===== src/hdl/fcr_pkg.sv =====
// constants and types shared by the flash command address register bank
package fcr_pkg;
    // register byte addresses on the peripheral bus
    localparam logic [31:0] FCR_OFS_RAM_CTRL   = 32'h007fe054;
    localparam logic [31:0] FCR_OFS_STATUS     = 32'h007fe080;
    localparam logic [31:0] FCR_OFS_START_ADDR = 32'h007fe030;
    localparam logic [31:0] FCR_OFS_END_ADDR   = 32'h007fe034;
    localparam logic [31:0] FCR_OFS_INIT       = 32'h007fe08c;
    localparam logic [31:0] FCR_OFS_BC_CTRL    = 32'h007fe0d0;
    // reset values
    localparam logic [31:0] FCR_RST_ADDR       = 32'h00000000;
    localparam logic [1:0]  FCR_RST_RAM_CTRL   = 2'h0;
    // field positions
    localparam int          FCR_BIT_RAM_EN     = 0;
    localparam int          FCR_BIT_RAM_MODE   = 1;
    localparam int          FCR_BIT_READY      = 15;
    localparam int          FCR_BIT_INIT       = 0;
    localparam int          FCR_BIT_BC_DIR     = 0;
    localparam int          FCR_CF_HIGH_LSB    = 24;
    localparam int          FCR_DF_HIGH_LSB    = 19;
    localparam int          FCR_ADDR_LOW_RO    = 2;
    localparam logic [7:0]  FCR_RAM_KEY        = 8'hc4;
    // start address boundaries as a count of ignored low bits
    localparam int          FCR_BND_CF_PROG    = 8;
    localparam int          FCR_BND_DF_PROG    = 2;
    localparam int          FCR_BND_BLOCK_8K   = 13;
    localparam int          FCR_BND_BLOCK_32K  = 15;
    localparam int          FCR_BND_DF_ERASE   = 6;
    localparam int          FCR_BND_CONFIG     = 4;

    typedef enum logic [2:0] {
        FCR_CMD_CF_PROG,
        FCR_CMD_DF_PROG,
        FCR_CMD_CF_ERASE,
        FCR_CMD_DF_ERASE,
        FCR_CMD_BLANK,
        FCR_CMD_CONFIG,
        FCR_CMD_LOCK_PROG,
        FCR_CMD_LOCK_READ
    } fcr_cmd_t;
endpackage


===== src/hdl/fcr_ram_gate.sv =====
// firmware ram access gate driven by the enable and transfer mode bits
`timescale 1ns/1ps
module fcr_ram_gate
    import fcr_pkg::*;
(
    input  wire logic mclk_in,
    input  wire logic rstn_in,
    input  wire logic ce_in,
    input  wire logic ram_en_in,
    input  wire logic ram_mode_in,
    input  wire logic rd_req_in,
    input  wire logic wr_req_in,
    input  wire logic hs_req_in,
    output logic      rd_ok_out,
    output logic      wr_ok_out,
    output logic      deny_out
);
    logic next_rd_ok;
    logic next_wr_ok;
    logic next_deny;

    always_comb
    begin
        next_rd_ok = 1'b0;
        next_wr_ok = 1'b0;
        if (ram_en_in)
        begin
            if (!ram_mode_in)
            begin
                next_rd_ok = rd_req_in;
                next_wr_ok = wr_req_in;
            end
            else
            begin
                next_wr_ok = wr_req_in && hs_req_in;
            end
        end
        next_deny = (rd_req_in || wr_req_in) && !(next_rd_ok || next_wr_ok);
    end

    always_ff @(posedge mclk_in)
    begin
        if (!rstn_in)
        begin
            rd_ok_out <= 1'b0;
            wr_ok_out <= 1'b0;
            deny_out  <= 1'b0;
        end
        else if (ce_in)
        begin
            rd_ok_out <= next_rd_ok;
            wr_ok_out <= next_wr_ok;
            deny_out  <= next_deny;
        end
    end
endmodule // fcr_ram_gate


===== src/hdl/fcr_regs.sv =====
// flash command address registers, ram access control and blank check order check
//
// Design decision made here: the Avalon-MM register port.
`timescale 1ns/1ps
// Contract
// address registers take writes only while the ready flag is 1
// the two lowest bits of both address registers are read-only
// start address bits below the command's boundary are ignored
// code area commands ignore start address bits 31 to 24
// data area commands ignore start address bits 31 to 19
// start address clears on reset and on init bit written 1
// end address clears on reset and on init bit written 1
// blank check ignores end address bits 31 to 19 and 1 to 0
// incrementing blank check needs start below end
// decrementing blank check needs start above end
// blank check with inconsistent order locks the sequencer
// ram enable and mode change only on 16-bit write with key c4; the code takes any write with byte strobes 1 and 0 set, 32-bit ones too
// key byte stores nothing and reads zero
// ram enable 0 blocks firmware ram access, 1 allows it
// mode 0 allows reads and writes, mode 1 only high-speed writes
// software stops the sequencer before writing firmware ram
// ram control bits 7 to 2 read zero
// ready flag is 1 only while no command is in progress
// key check needs both low byte strobes in one access
module fcr_regs
    import fcr_pkg::*;
(
    input  wire logic        mclk_in,
    input  wire logic        rstn_in,
    input  wire logic        ce_in,
    input  wire logic [31:0] avs_address_in,
    input  wire logic        avs_read_in,
    input  wire logic        avs_write_in,
    input  wire logic [31:0] avs_writedata_in,
    input  wire logic [3:0]  avs_byteenable_in,
    output logic [31:0]      avs_readdata_out,
    output logic             avs_waitrequest_out,
    input  wire logic        seq_busy_in,
    input  wire logic        cmd_issue_in,
    input  wire fcr_cmd_t    cmd_kind_in,
    input  wire logic        cmd_big_block_in,
    input  wire logic        lock_clear_in,
    output logic             cmd_go_out,
    output logic [31:0]      eff_start_out,
    output logic [31:0]      eff_end_out,
    output logic             cmd_lock_out,
    output logic             ram_en_out,
    output logic             ram_mode_out,
    input  wire logic        fw_rd_in,
    input  wire logic        fw_wr_in,
    input  wire logic        fw_hs_in,
    output logic             fw_rd_ok_out,
    output logic             fw_wr_ok_out,
    output logic             fw_deny_out
);
    logic [31:0] start_addr;
    logic [31:0] end_addr;
    logic        ready;
    logic        bc_dir;
    logic        wait_q;
    logic [31:0] next_start_addr;
    logic [31:0] next_end_addr;
    logic        next_ready;
    logic        next_bc_dir;
    logic        next_wait;
    logic [31:0] next_readdata;
    logic        next_ram_en;
    logic        next_ram_mode;
    logic        next_go;
    logic [31:0] next_eff_start;
    logic [31:0] next_eff_end;
    logic        next_lock;
    logic        req;
    logic        acc_wr;
    logic        hit_start;
    logic        hit_end;
    logic        hit_ctrl;
    logic        hit_init;
    logic        hit_bc;
    logic        hit_status;
    logic        key_ok;
    logic        do_init;
    logic        bc_bad;
    logic [31:0] wmask;

    // mask that keeps the address bits at and above a given boundary width, clearing the low-order bits
    function automatic logic [31:0] keep_above(input int nbits);
        keep_above = 32'hffffffff << nbits;
    endfunction

    assign req        = avs_read_in || avs_write_in;
    assign acc_wr     = avs_write_in && !wait_q;
    assign hit_start  = avs_address_in == FCR_OFS_START_ADDR;
    assign hit_end    = avs_address_in == FCR_OFS_END_ADDR;
    assign hit_ctrl   = avs_address_in == FCR_OFS_RAM_CTRL;
    assign hit_init   = avs_address_in == FCR_OFS_INIT;
    assign hit_bc     = avs_address_in == FCR_OFS_BC_CTRL;
    assign hit_status = avs_address_in == FCR_OFS_STATUS;
    assign key_ok     = (avs_byteenable_in[1:0] == 2'h3) && (avs_writedata_in[15:8] == FCR_RAM_KEY);
    assign do_init    = acc_wr && hit_init && avs_byteenable_in[0] && avs_writedata_in[FCR_BIT_INIT];
    assign wmask      = {{8{avs_byteenable_in[3]}}, {8{avs_byteenable_in[2]}},
                         {8{avs_byteenable_in[1]}}, {8{avs_byteenable_in[0]}}};

    // bus slave: waitrequest drops for one cycle, the access takes effect at that edge
    always_comb
    begin
        next_wait     = !(req && wait_q);
        next_readdata = avs_readdata_out;
        if (avs_read_in && wait_q)
        begin
            next_readdata = 32'h00000000;
            if (hit_start)
                next_readdata = start_addr;
            else if (hit_end)
                next_readdata = end_addr;
            else if (hit_ctrl)
                next_readdata = {30'h00000000, ram_mode_out, ram_en_out};
            else if (hit_status)
                next_readdata = {16'h0000, ready, 15'h0000};
            else if (hit_bc)
                next_readdata = {31'h00000000, bc_dir};
        end
    end

    // address registers, blank check direction and ready flag
    always_comb
    begin
        next_start_addr = start_addr;
        next_end_addr   = end_addr;
        next_bc_dir     = bc_dir;
        next_ready      = !seq_busy_in;
        if (acc_wr && hit_start && ready)
            next_start_addr = ((avs_writedata_in & wmask) | (start_addr & ~wmask)) & keep_above(FCR_ADDR_LOW_RO);
        if (acc_wr && hit_end && ready)
            next_end_addr = ((avs_writedata_in & wmask) | (end_addr & ~wmask)) & keep_above(FCR_ADDR_LOW_RO);
        if (acc_wr && hit_bc && avs_byteenable_in[0])
            next_bc_dir = avs_writedata_in[FCR_BIT_BC_DIR];
        if (do_init)
        begin
            next_start_addr = FCR_RST_ADDR;
            next_end_addr   = FCR_RST_ADDR;
        end
    end

    // key protected firmware ram control
    always_comb
    begin
        next_ram_en   = ram_en_out;
        next_ram_mode = ram_mode_out;
        if (acc_wr && hit_ctrl && key_ok)
        begin
            next_ram_en   = avs_writedata_in[FCR_BIT_RAM_EN];
            next_ram_mode = avs_writedata_in[FCR_BIT_RAM_MODE];
        end
    end

    // command address masking and blank check order check
    always_comb
    begin
        next_go        = 1'b0;
        next_eff_start = eff_start_out;
        next_eff_end   = eff_end_out;
        next_lock      = cmd_lock_out && !lock_clear_in;
        bc_bad         = 1'b0;
        if (cmd_issue_in)
        begin
            next_eff_end = end_addr & keep_above(FCR_ADDR_LOW_RO)
                         & ~keep_above(FCR_DF_HIGH_LSB);
            unique case (cmd_kind_in)
                FCR_CMD_CF_PROG:
                    next_eff_start = start_addr & keep_above(FCR_BND_CF_PROG);
                FCR_CMD_DF_PROG, FCR_CMD_BLANK:
                    next_eff_start = start_addr & keep_above(FCR_BND_DF_PROG);
                FCR_CMD_CF_ERASE, FCR_CMD_LOCK_PROG, FCR_CMD_LOCK_READ:
                    next_eff_start = start_addr & keep_above(cmd_big_block_in ? FCR_BND_BLOCK_32K
                                                                             : FCR_BND_BLOCK_8K);
                FCR_CMD_DF_ERASE:
                    next_eff_start = start_addr & keep_above(FCR_BND_DF_ERASE);
                FCR_CMD_CONFIG:
                    next_eff_start = start_addr & keep_above(FCR_BND_CONFIG);
            endcase
            if (cmd_kind_in inside {FCR_CMD_CF_PROG, FCR_CMD_CF_ERASE, FCR_CMD_LOCK_PROG, FCR_CMD_LOCK_READ})
                next_eff_start = next_eff_start & ~keep_above(FCR_CF_HIGH_LSB);
            else
                next_eff_start = next_eff_start & ~keep_above(FCR_DF_HIGH_LSB);
            if (cmd_kind_in == FCR_CMD_BLANK)
                bc_bad = bc_dir ? !(next_eff_start > next_eff_end)
                                : !(next_eff_start < next_eff_end);
            if (bc_bad)
                next_lock = 1'b1;
            else
                next_go = 1'b1;
        end
    end

    always_ff @(posedge mclk_in)
    begin
        if (!rstn_in)
        begin
            start_addr          <= FCR_RST_ADDR;
            end_addr            <= FCR_RST_ADDR;
            ready               <= 1'b1;
            bc_dir              <= 1'b0;
            wait_q              <= 1'b1;
            avs_readdata_out    <= 32'h00000000;
            avs_waitrequest_out <= 1'b1;
            ram_en_out          <= FCR_RST_RAM_CTRL[FCR_BIT_RAM_EN];
            ram_mode_out        <= FCR_RST_RAM_CTRL[FCR_BIT_RAM_MODE];
            cmd_go_out          <= 1'b0;
            eff_start_out       <= 32'h00000000;
            eff_end_out         <= 32'h00000000;
            cmd_lock_out        <= 1'b0;
        end
        else if (ce_in)
        begin
            start_addr          <= next_start_addr;
            end_addr            <= next_end_addr;
            ready               <= next_ready;
            bc_dir              <= next_bc_dir;
            wait_q              <= next_wait;
            avs_readdata_out    <= next_readdata;
            avs_waitrequest_out <= next_wait;
            ram_en_out          <= next_ram_en;
            ram_mode_out        <= next_ram_mode;
            cmd_go_out          <= next_go;
            eff_start_out       <= next_eff_start;
            eff_end_out         <= next_eff_end;
            cmd_lock_out        <= next_lock;
        end
    end

    fcr_ram_gate u_gate (
        .mclk_in     (mclk_in),
        .rstn_in     (rstn_in),
        .ce_in       (ce_in),
        .ram_en_in   (ram_en_out),
        .ram_mode_in (ram_mode_out),
        .rd_req_in   (fw_rd_in),
        .wr_req_in   (fw_wr_in),
        .hs_req_in   (fw_hs_in),
        .rd_ok_out   (fw_rd_ok_out),
        .wr_ok_out   (fw_wr_ok_out),
        .deny_out    (fw_deny_out)
    );
endmodule // fcr_regs


===== config.mk =====
export PLATFORM = sky130hd
export DESIGN_NAME = fcr_regs
export DESIGN_NICKNAME = d
export VERILOG_FILES = /design/src/hdl/fcr_pkg.sv /design/src/hdl/fcr_ram_gate.sv /design/src/hdl/fcr_regs.sv
export SDC_FILE = /design/constraint.sdc
export NUM_CORES = 1
export LEC_CHECK = 0
export BUFFER_PORTS_ARGS = -buffer_cell sky130_fd_sc_hd__buf_2
export CAP_MARGIN = 20
export CORE_UTILIZATION = 55
export DETAILED_ROUTE_END_ITERATION = 7
export GPL_TIMING_DRIVEN = 0
export PLACE_DENSITY = 0.87
export SETUP_SLACK_MARGIN = 0.4
export SYNTH_ARGS = -nofsm -noshare
export SYNTH_HDL_FRONTEND = slang
export SYNTH_SLANG_ARGS = --single-unit

===== constraint.sdc =====
create_clock -name mclk_in -period 6.05 [get_ports mclk_in]
set_input_delay 0 -clock mclk_in [delete_from_list [all_inputs] [get_ports mclk_in]]
set_output_delay 0 -clock mclk_in [all_outputs]
set_load 0.02 [all_outputs]

### After elaboration in Yosys (flattened, before gate mapping)

Index checks and enable logic that the tools add are counted.

| operators by class | value |
|---|---|
| equality and inequality tests | 15 |
| shift-type cells | 1 |
| reduce and logical (&&, ||, !) cells | 40 |
| bitwise operators | 7 |
| multiplexer cells | 24 |
| magnitude comparators | 2 |

Operators with widths:

| cell | number |
|---|---|
| 32-bit two-way mux | 8 |
| 32-bit by 23-bit equality test with 1-bit output, second input constant | 6 |
| 24-bit case mux with 5 select lines | 1 |
| 32-bit bitwise AND | 3 |
| 32-bit OR | 2 |
| 32-bit by 19-bit greater-than comparator with 1-bit output | 1 |
| 32-bit by 19-bit less-than comparator with 1-bit output | 1 |
| 32-bit NOT | 1 |
| 32-bit by 4-bit << shifter with 24-bit output, first input constant | 1 |
| 24-bit bitwise AND | 1 |
| 24-bit two-way mux | 1 |
| 1-bit logical AND | 18 |
| 16-bit two-way mux | 1 |
| 3-bit equality test, second input constant | 4 |
| 1-bit two-way mux | 12 |
| 2-bit AND reduction | 6 |
| 8-bit equality test, second input constant | 1 |
| 1-bit logical NOT | 7 |
| 3-bit by 2-bit equality test with 1-bit output, second input constant | 2 |
| 2-bit nonzero test | 2 |
| 4-bit nonzero test | 1 |
| 3-bit by 1-bit equality test with 1-bit output, second input constant | 1 |
| 3-bit logical NOT | 1 |
| 1-bit logical OR | 3 |
| 4 further kinds | 4 |

| word-level totals | value |
|---|---|
| output and inout port bits | 104 |
| register bits | 155 |
| word-level logic and storage cells | 104 |

### Depth between registers and ports, before layout

| logic depth | value |
|---|---|
| depth in word-level cells | 13 |
| gate-level depth with buffers | 9 |

### Cells and area by module

A second synthesis with hierarchy kept.

| unflattened totals | value |
|---|---|
| cell total of the unflattened synthesis | 807 |
| area total of the unflattened synthesis | 6612.6 sq um |

Modules (own cells, without submodules):

| module | cells each | seq. area each (sq um) | area each (sq um) | times used |
|---|---|---|---|---|
| fcr_regs | 790 | 2762.6 | 6468.7 | 1 |
| fcr_ram_gate | 17 | 60.1 | 143.9 | 1 |

### Worst setup path after synthesis

Ideal clock, no wire load.

| timing path | value |
|---|---|
| path kind | in2reg |
| from | input cmd_kind_in[2] |
| to | register cmd_lock_out |
| stages | 9 |
| path slack | 4.116 ns |
| data arrival time | 1.809 ns |
| setup time | 0.125 ns |
| cells stage by stage | nand2b_1 a21oi_1 and2_1 ha_1 nor2b_1 o21bai_1 a311oi_1 o311a_1 o41a_1 |

| on the way | value |
|---|---|
| cells in the longest elaborated chain, start to end | 12 |
| elaborated cells between the ends (all ways) | 23 |
| those cells by class | order compare (2); eq/ne (7); mux (8); reduce/logical (6) |

Ends and longest elaborated chain:

| item | line | source |
|---|---|---|
| start, declared | fcr_regs.sv:40 | `input wire fcr_cmd_t cmd_kind_in,` |
| 3-bit by 2-bit equality test with 1-bit output (tied with other cells) | fcr_regs.sv:169, fcr_regs.sv:182 |  |
| 3-bit OR reduction / 2-bit OR reduction (equally long branches) | fcr_regs.sv:169 | `unique case (cmd_kind_in)` |
| 24-bit case mux with 5 select lines | fcr_regs.sv:169 |  |
| 24-bit two-way mux | fcr_regs.sv:182 | `if (cmd_kind_in inside {FCR_CMD_CF_PROG, FCR_CMD_CF_ERASE, FCR_CMD_LOCK_PROG, FCR_CMD_LOCK_READ})` |
| 32-bit two-way mux | fcr_regs.sv:165 | `if (cmd_issue_in)` |
| 32-bit by 19-bit less-than comparator with 1-bit output / 32-bit by 19-bit greater-than comparator with 1-bit output (equally long branches) | fcr_regs.sv:188, fcr_regs.sv:187 |  |
| 1-bit logical NOT (on tied branches) | fcr_regs.sv:188, fcr_regs.sv:187 |  |
| 1-bit two-way mux | fcr_regs.sv:187 | `bc_bad = bc_dir ? !(next_eff_start > next_eff_end)` |
| 1-bit two-way mux * | fcr_regs.sv:186 | `if (cmd_kind_in == FCR_CMD_BLANK)` |
| 1-bit two-way mux * | fcr_regs.sv:165 |  |
| 1-bit two-way mux * | fcr_regs.sv:189 | `if (bc_bad)` |
| 1-bit two-way mux * | fcr_regs.sv:165 |  |
| end signal, assigned | fcr_regs.sv:228 | `cmd_lock_out <= next_lock;` |
| end, declared | fcr_regs.sv:46 | `output logic cmd_lock_out,` |

Mark *: on every way between the ends. The rest lies on a longest branch, timed or not. The select of a mux whose other input is x is not followed.
A chain may end at the register's enable or synchronous reset.

### Final worst setup path

| timing path | value |
|---|---|
| from | input cmd_kind_in[1] |
| to | register cmd_lock_out |

The elaborated chain is that of the path after synthesis.

==> impl_table.tex <==
\begin{tabular}{lr}
\hline
Metric & Value \\
\hline
\multicolumn{2}{l}{\textbf{Critical path}} \\
\quad CP Capture Type & flop \\
\quad Cell-by-cell listing of the critical path & dlygate4sd3\_1 > buf\_2 > nand2b\_1 > nand2\_1 > and2\_1 > ha\_1 > nand4\_1 > o21bai\_1 > a311oi\_1 > nor4\_1 > o41a\_1 \\
\quad Arrival time reported for the critical path endpoint & 2.81 ns \\
\quad Depth of the critical timing path with buffers and inverters included & 11 \\
\quad Largest incremental delay on the critical path & 0.54 ns \\
\quad Dominant delay contributor by cell family on the critical path & compound AO/OA/AOI/OAI gates \\
\quad Cell with the biggest individual delay on the critical path & dlygate4sd3\_1 \\
\quad Classification of the worst setup path & input pin to flop \\
\quad Number of cells traversed by the worst register-to-register path & 5 \\
\quad Worst path required time & 6.38 ns \\
\quad Count of buffering cells on the critical path with inverters included & 2 \\
\quad Type of origin of the critical path & input pin \\
\quad Critical path fanouts, max & 5 \\
\multicolumn{2}{l}{\textbf{CTS}} \\
\quad TritonCTS buffer count & 17 \\
\quad TritonCTS sink count & 141 \\
\quad Number of levels in the clock H-tree & 4 \\
\quad PostCTS Resize Cnt & 0 \\
\quad Clock latency reported for the late side of the worst-skew pair & 0.44 ns \\
\quad Maximum count of clock buffers along a single path & 2 \\
\quad Clock Tree Root & clkbuf\_16 \\
\quad CTS tree & built \\
\quad Clock edge transition at the registers on the reported setup and hold paths & 0.06 ns \\
\multicolumn{2}{l}{\textbf{Drt}} \\
\quad Average wire per standard cell & 18.60 µm \\
\quad Routed wire length on met3 & 2331 µm \\
\quad Antenna Nets Post-Route & 0 \\
\quad Via/cell ratio & 6.086 \\
\quad Detailed-routed wire length on met2 & 10,520 µm \\
\quad Number of DRC violations after detailed routing & 22 \\
\quad Via count & 7,175 \\
\quad Metal1 wirelength & 8027 µm \\
\quad Highest metal layer with signal wires & met4 \\
\quad First drt pass iteration count & 8 \\
\quad Final routed wirelength across all metal layers & 21,930 µm \\
\quad First-iteration detailed-routing DRC count & 907 \\
\multicolumn{2}{l}{\textbf{Pwr}} \\
\quad Leakage power summed over all cells & 3.564 nW \\
\quad Power density normalized to cell area & 265.4 nW/µm² \\
\quad Worst vdd ir & 0.0002347 V \\
\quad Total Power Consumption & 2.329 mW \\
\multicolumn{2}{l}{\textbf{Layout}} \\
\quad Leading cell type in the layout, fill and taps excluded & buf\_2 \\
\quad Ant diodes & 0 \\
\quad Layout fillers & 792 \\
\quad Commonest cells after routing, fill and taps aside & buf\_2, dfxtp\_1, nand2\_1 \\
\quad Share of final-layout standard cells stronger than drive strength 1 & 23.26\% \\
\quad Synth-to-layout area growth & 33.93\% \\
\quad \# nets final & 1,123 \\
\multicolumn{2}{l}{\textbf{Outcome}} \\
\quad Violations in the final reports & design-rule violations \\
\quad Outcome & finished with violations \\
\multicolumn{2}{l}{\textbf{Die}} \\
\quad Die area & 12,350 µm² \\
\quad Floorplan die width & 111.1 µm \\
\quad Height of the die & 111.1 µm \\
\quad Core ar. & 11,520 µm² \\
\quad Effective utilization at floorplan & 56.88\% \\
\quad Core Rows & 39 \\
\quad I/O Pins & 187 \\
\multicolumn{2}{l}{\textbf{Placed design}} \\
\quad Detail Placement HPWL & 14,360 µm \\
\quad Final weighted congestion in routability-driven placement & 0.9385 \\
\quad Count of buffers from port buffering & 159 \\
\multicolumn{2}{l}{\textbf{Logic synthesis}} \\
\quad Leading register cell type out of synthesis & dfxtp\_1 \\
\quad Cell variety after synth & 64 \\
\quad Share of the yosys chip area belonging to registers & 43.09\% \\
\quad Flip-flop and latch count after synthesis & 141 \\
\quad Async set or reset register ratio after synthesis & 0\% \\
\quad Number of enable flip-flop cells after synthesis & 0 \\
\quad Post-synthesis average cell area & 8.463 µm² \\
\quad Number of warnings issued by yosys & 0 \\
\quad Post-Syn Area & 6550 µm² \\
\quad Synthesized netlist cell count & 774 \\
\multicolumn{2}{l}{\textbf{Timing}} \\
\quad Slew at the pin closest to its max-slew limit & 0.8370 ns \\
\quad Fin. max-slew vios & 0 \\
\quad Final Critical Period & 2.485 ns \\
\quad Setup repair after global routing missed its margin & false \\
\quad Hold Fails Final Rpt & 0 \\
\quad Total negative slack for setup checks & 0 ns \\
\quad Setup clock skew after layout & 0.008453 ns \\
\quad Headroom to the max-slew limit & 43.77\% \\
\quad Final worst-path cycle share & 41.07\% \\
\quad Count of final setup violators & 0 \\
\quad Highest achievable clock rate & 402.5 MHz \\
\multicolumn{2}{l}{\textbf{Worst hold path}} \\
\quad Path category of the worst min-delay check & input pin to flop \\
\quad Number of cells on the worst hold path & 4 \\
\multicolumn{2}{l}{\textbf{Global routing}} \\
\quad First-pass GRT wire length & 35,380 µm \\
\quad Largest net degree at the start of global routing & 17 \\
\quad Total congestion overflow after global routing & 0 \\
\quad Vias in the first global route & 7,006 \\
\quad Initial antenna violation count & 0 \\
\quad Overall global routing resource usage & 36.65\% \\
\multicolumn{2}{l}{\textbf{Flow run}} \\
\quad \# Max-Cap Violations & 0 \\
\hline
\end{tabular}
## power breakdown
part / internal, mW / total (mW) / switching [mW] / leakage [nW]
sequential: 0.931 / 0.933 / 0.00203 / 1.14
combinational: 0.0625 / 0.160 / 0.0972 / 2.10
clock: 0.823 / 1.24 / 0.414 / 0.330
## layer usage
metal | vias up | global-route usage [%]
met2 | 503 | 61.01
met3 | 108 | 8.803
met5 | - | 0
met1 | 3332 | 43.13
li1 | 3232 | -
met4 | 0 | 21.26
## synthesized netlist by cell type, types with 4 or more instances
master     number  area [µm²]
a2bb2oi_1      29       254.0
and4_1          4       35.03
o211ai_1       18       135.1
o21ai_0        29       145.1
dfxtp_1       141        2823
a21oi_1        56       280.3
and3_1          4       25.02
and2_1         12       75.07
nor4_1          7       43.79
nor3_1          6       30.03
a22oi_1        29       217.7
clkbuf_1       41       153.9
nand3_1        33       165.2
a32o_1         14       140.1
o21ai_1         6       30.03
nand4_1         8       50.05
nor2_1         41       153.9
buf_4          27       202.7
o2bb2ai_1      13       113.9
buf_2           7       35.03
nand2_1       136       510.5
ha_1           17       212.7
inv_1          28       105.1
## cell type report
| type | count | area, µm² | area share [%] |
|---|---|---|---|
| plain buffers | 79 | 422.9 | 4.821 |
| flip-flops and latches | 141 | 2823 | 32.18 |
| clock buffers | 20 | 446.7 | 5.092 |
| well taps | 143 | 178.9 | 2.040 |
| multi-input cells | 550 | 3289 | 37.50 |
| repair buffers | 206 | 1266 | 14.43 |
| clock inverters | 12 | 240.2 | 2.739 |
| inverters | 28 | 105.1 | 1.198 |
## repair_timing
item / CTS / global route
endpoints found under the hold margin: 70 / 0
buffers inserted: 0 / 0
hold buffers: 47 / 0
## path summary, 6_finish.rpt
path	from	end	slack [ns]
worst max-delay path	cmd_kind_in[1]	cmd_lock_out	3.57
worst max register to register	wait_q	start_addr[28]	3.79
worst min register to register	eff_end_out[9]	eff_end_out[9]	0.45
worst min-delay path	avs_address_in[5]	avs_readdata_out[1]	0.04
## state kept, by name (all words and copies together) (netlist names)
register and count:
eff_start_out 22, ram_mode_out 1, eff_end_out 17, ready 1, avs_readdata_out 32, wait_q 1, bc_dir 1, ram_en_out 1
cmd_go_out 1, cmd_lock_out 1, u_gate.deny_out 1, u_gate.rd_ok_out 1, end_addr 30, start_addr 30, u_gate.wr_ok_out 1
## logic make-up (layout without fill, tap and decap cells)
logic type / Yosys count / after routing / synth area share [%]
compound gates: 225 / 225 / 24.07
fa+ha+maj: 17 / 17 / 3.247
buf+inv: 107 / 345 / 8.061
flops: 141 / 141 / 43.09
other cells: 1 / 25 / 0.05725
simple gates: 283 / 283 / 21.47
## worst register-to-register path: cells and delay by family, from the launching register on
kind / cells / cell delay (ns)
buffers and inverters: 1 / 0.44
AND/OR/NAND/NOR: 3 / 1.21
flip-flops: 1 / 0.38
AO/OA/AOI/OAI: 1 / 0.15
## stage by stage
| stage | cells | cell area (µm²) | worst slack (ns) | hold WS, ns | utilization [%] |
|---|---|---|---|---|---|
| final | 1179 | 8772 | 3.565 | 0.04194 | 76.17 |
| after global placement | 1100 | 7615 | 3.794 | 0.2342 | 66.12 |
| after CTS | 1179 | 8772 | 3.679 | 0.008922 | 76.17 |
| after global routing | 1179 | 8772 | 3.353 | 0.06952 | 76.17 |
| after detailed placement | 1100 | 7615 | 3.755 | 0.2411 | 66.12 |
| after floorplan | 798 | 6640 | 4.116 | 0.1258 | - |
Note: power is estimated with default switching activity, not from simulation.
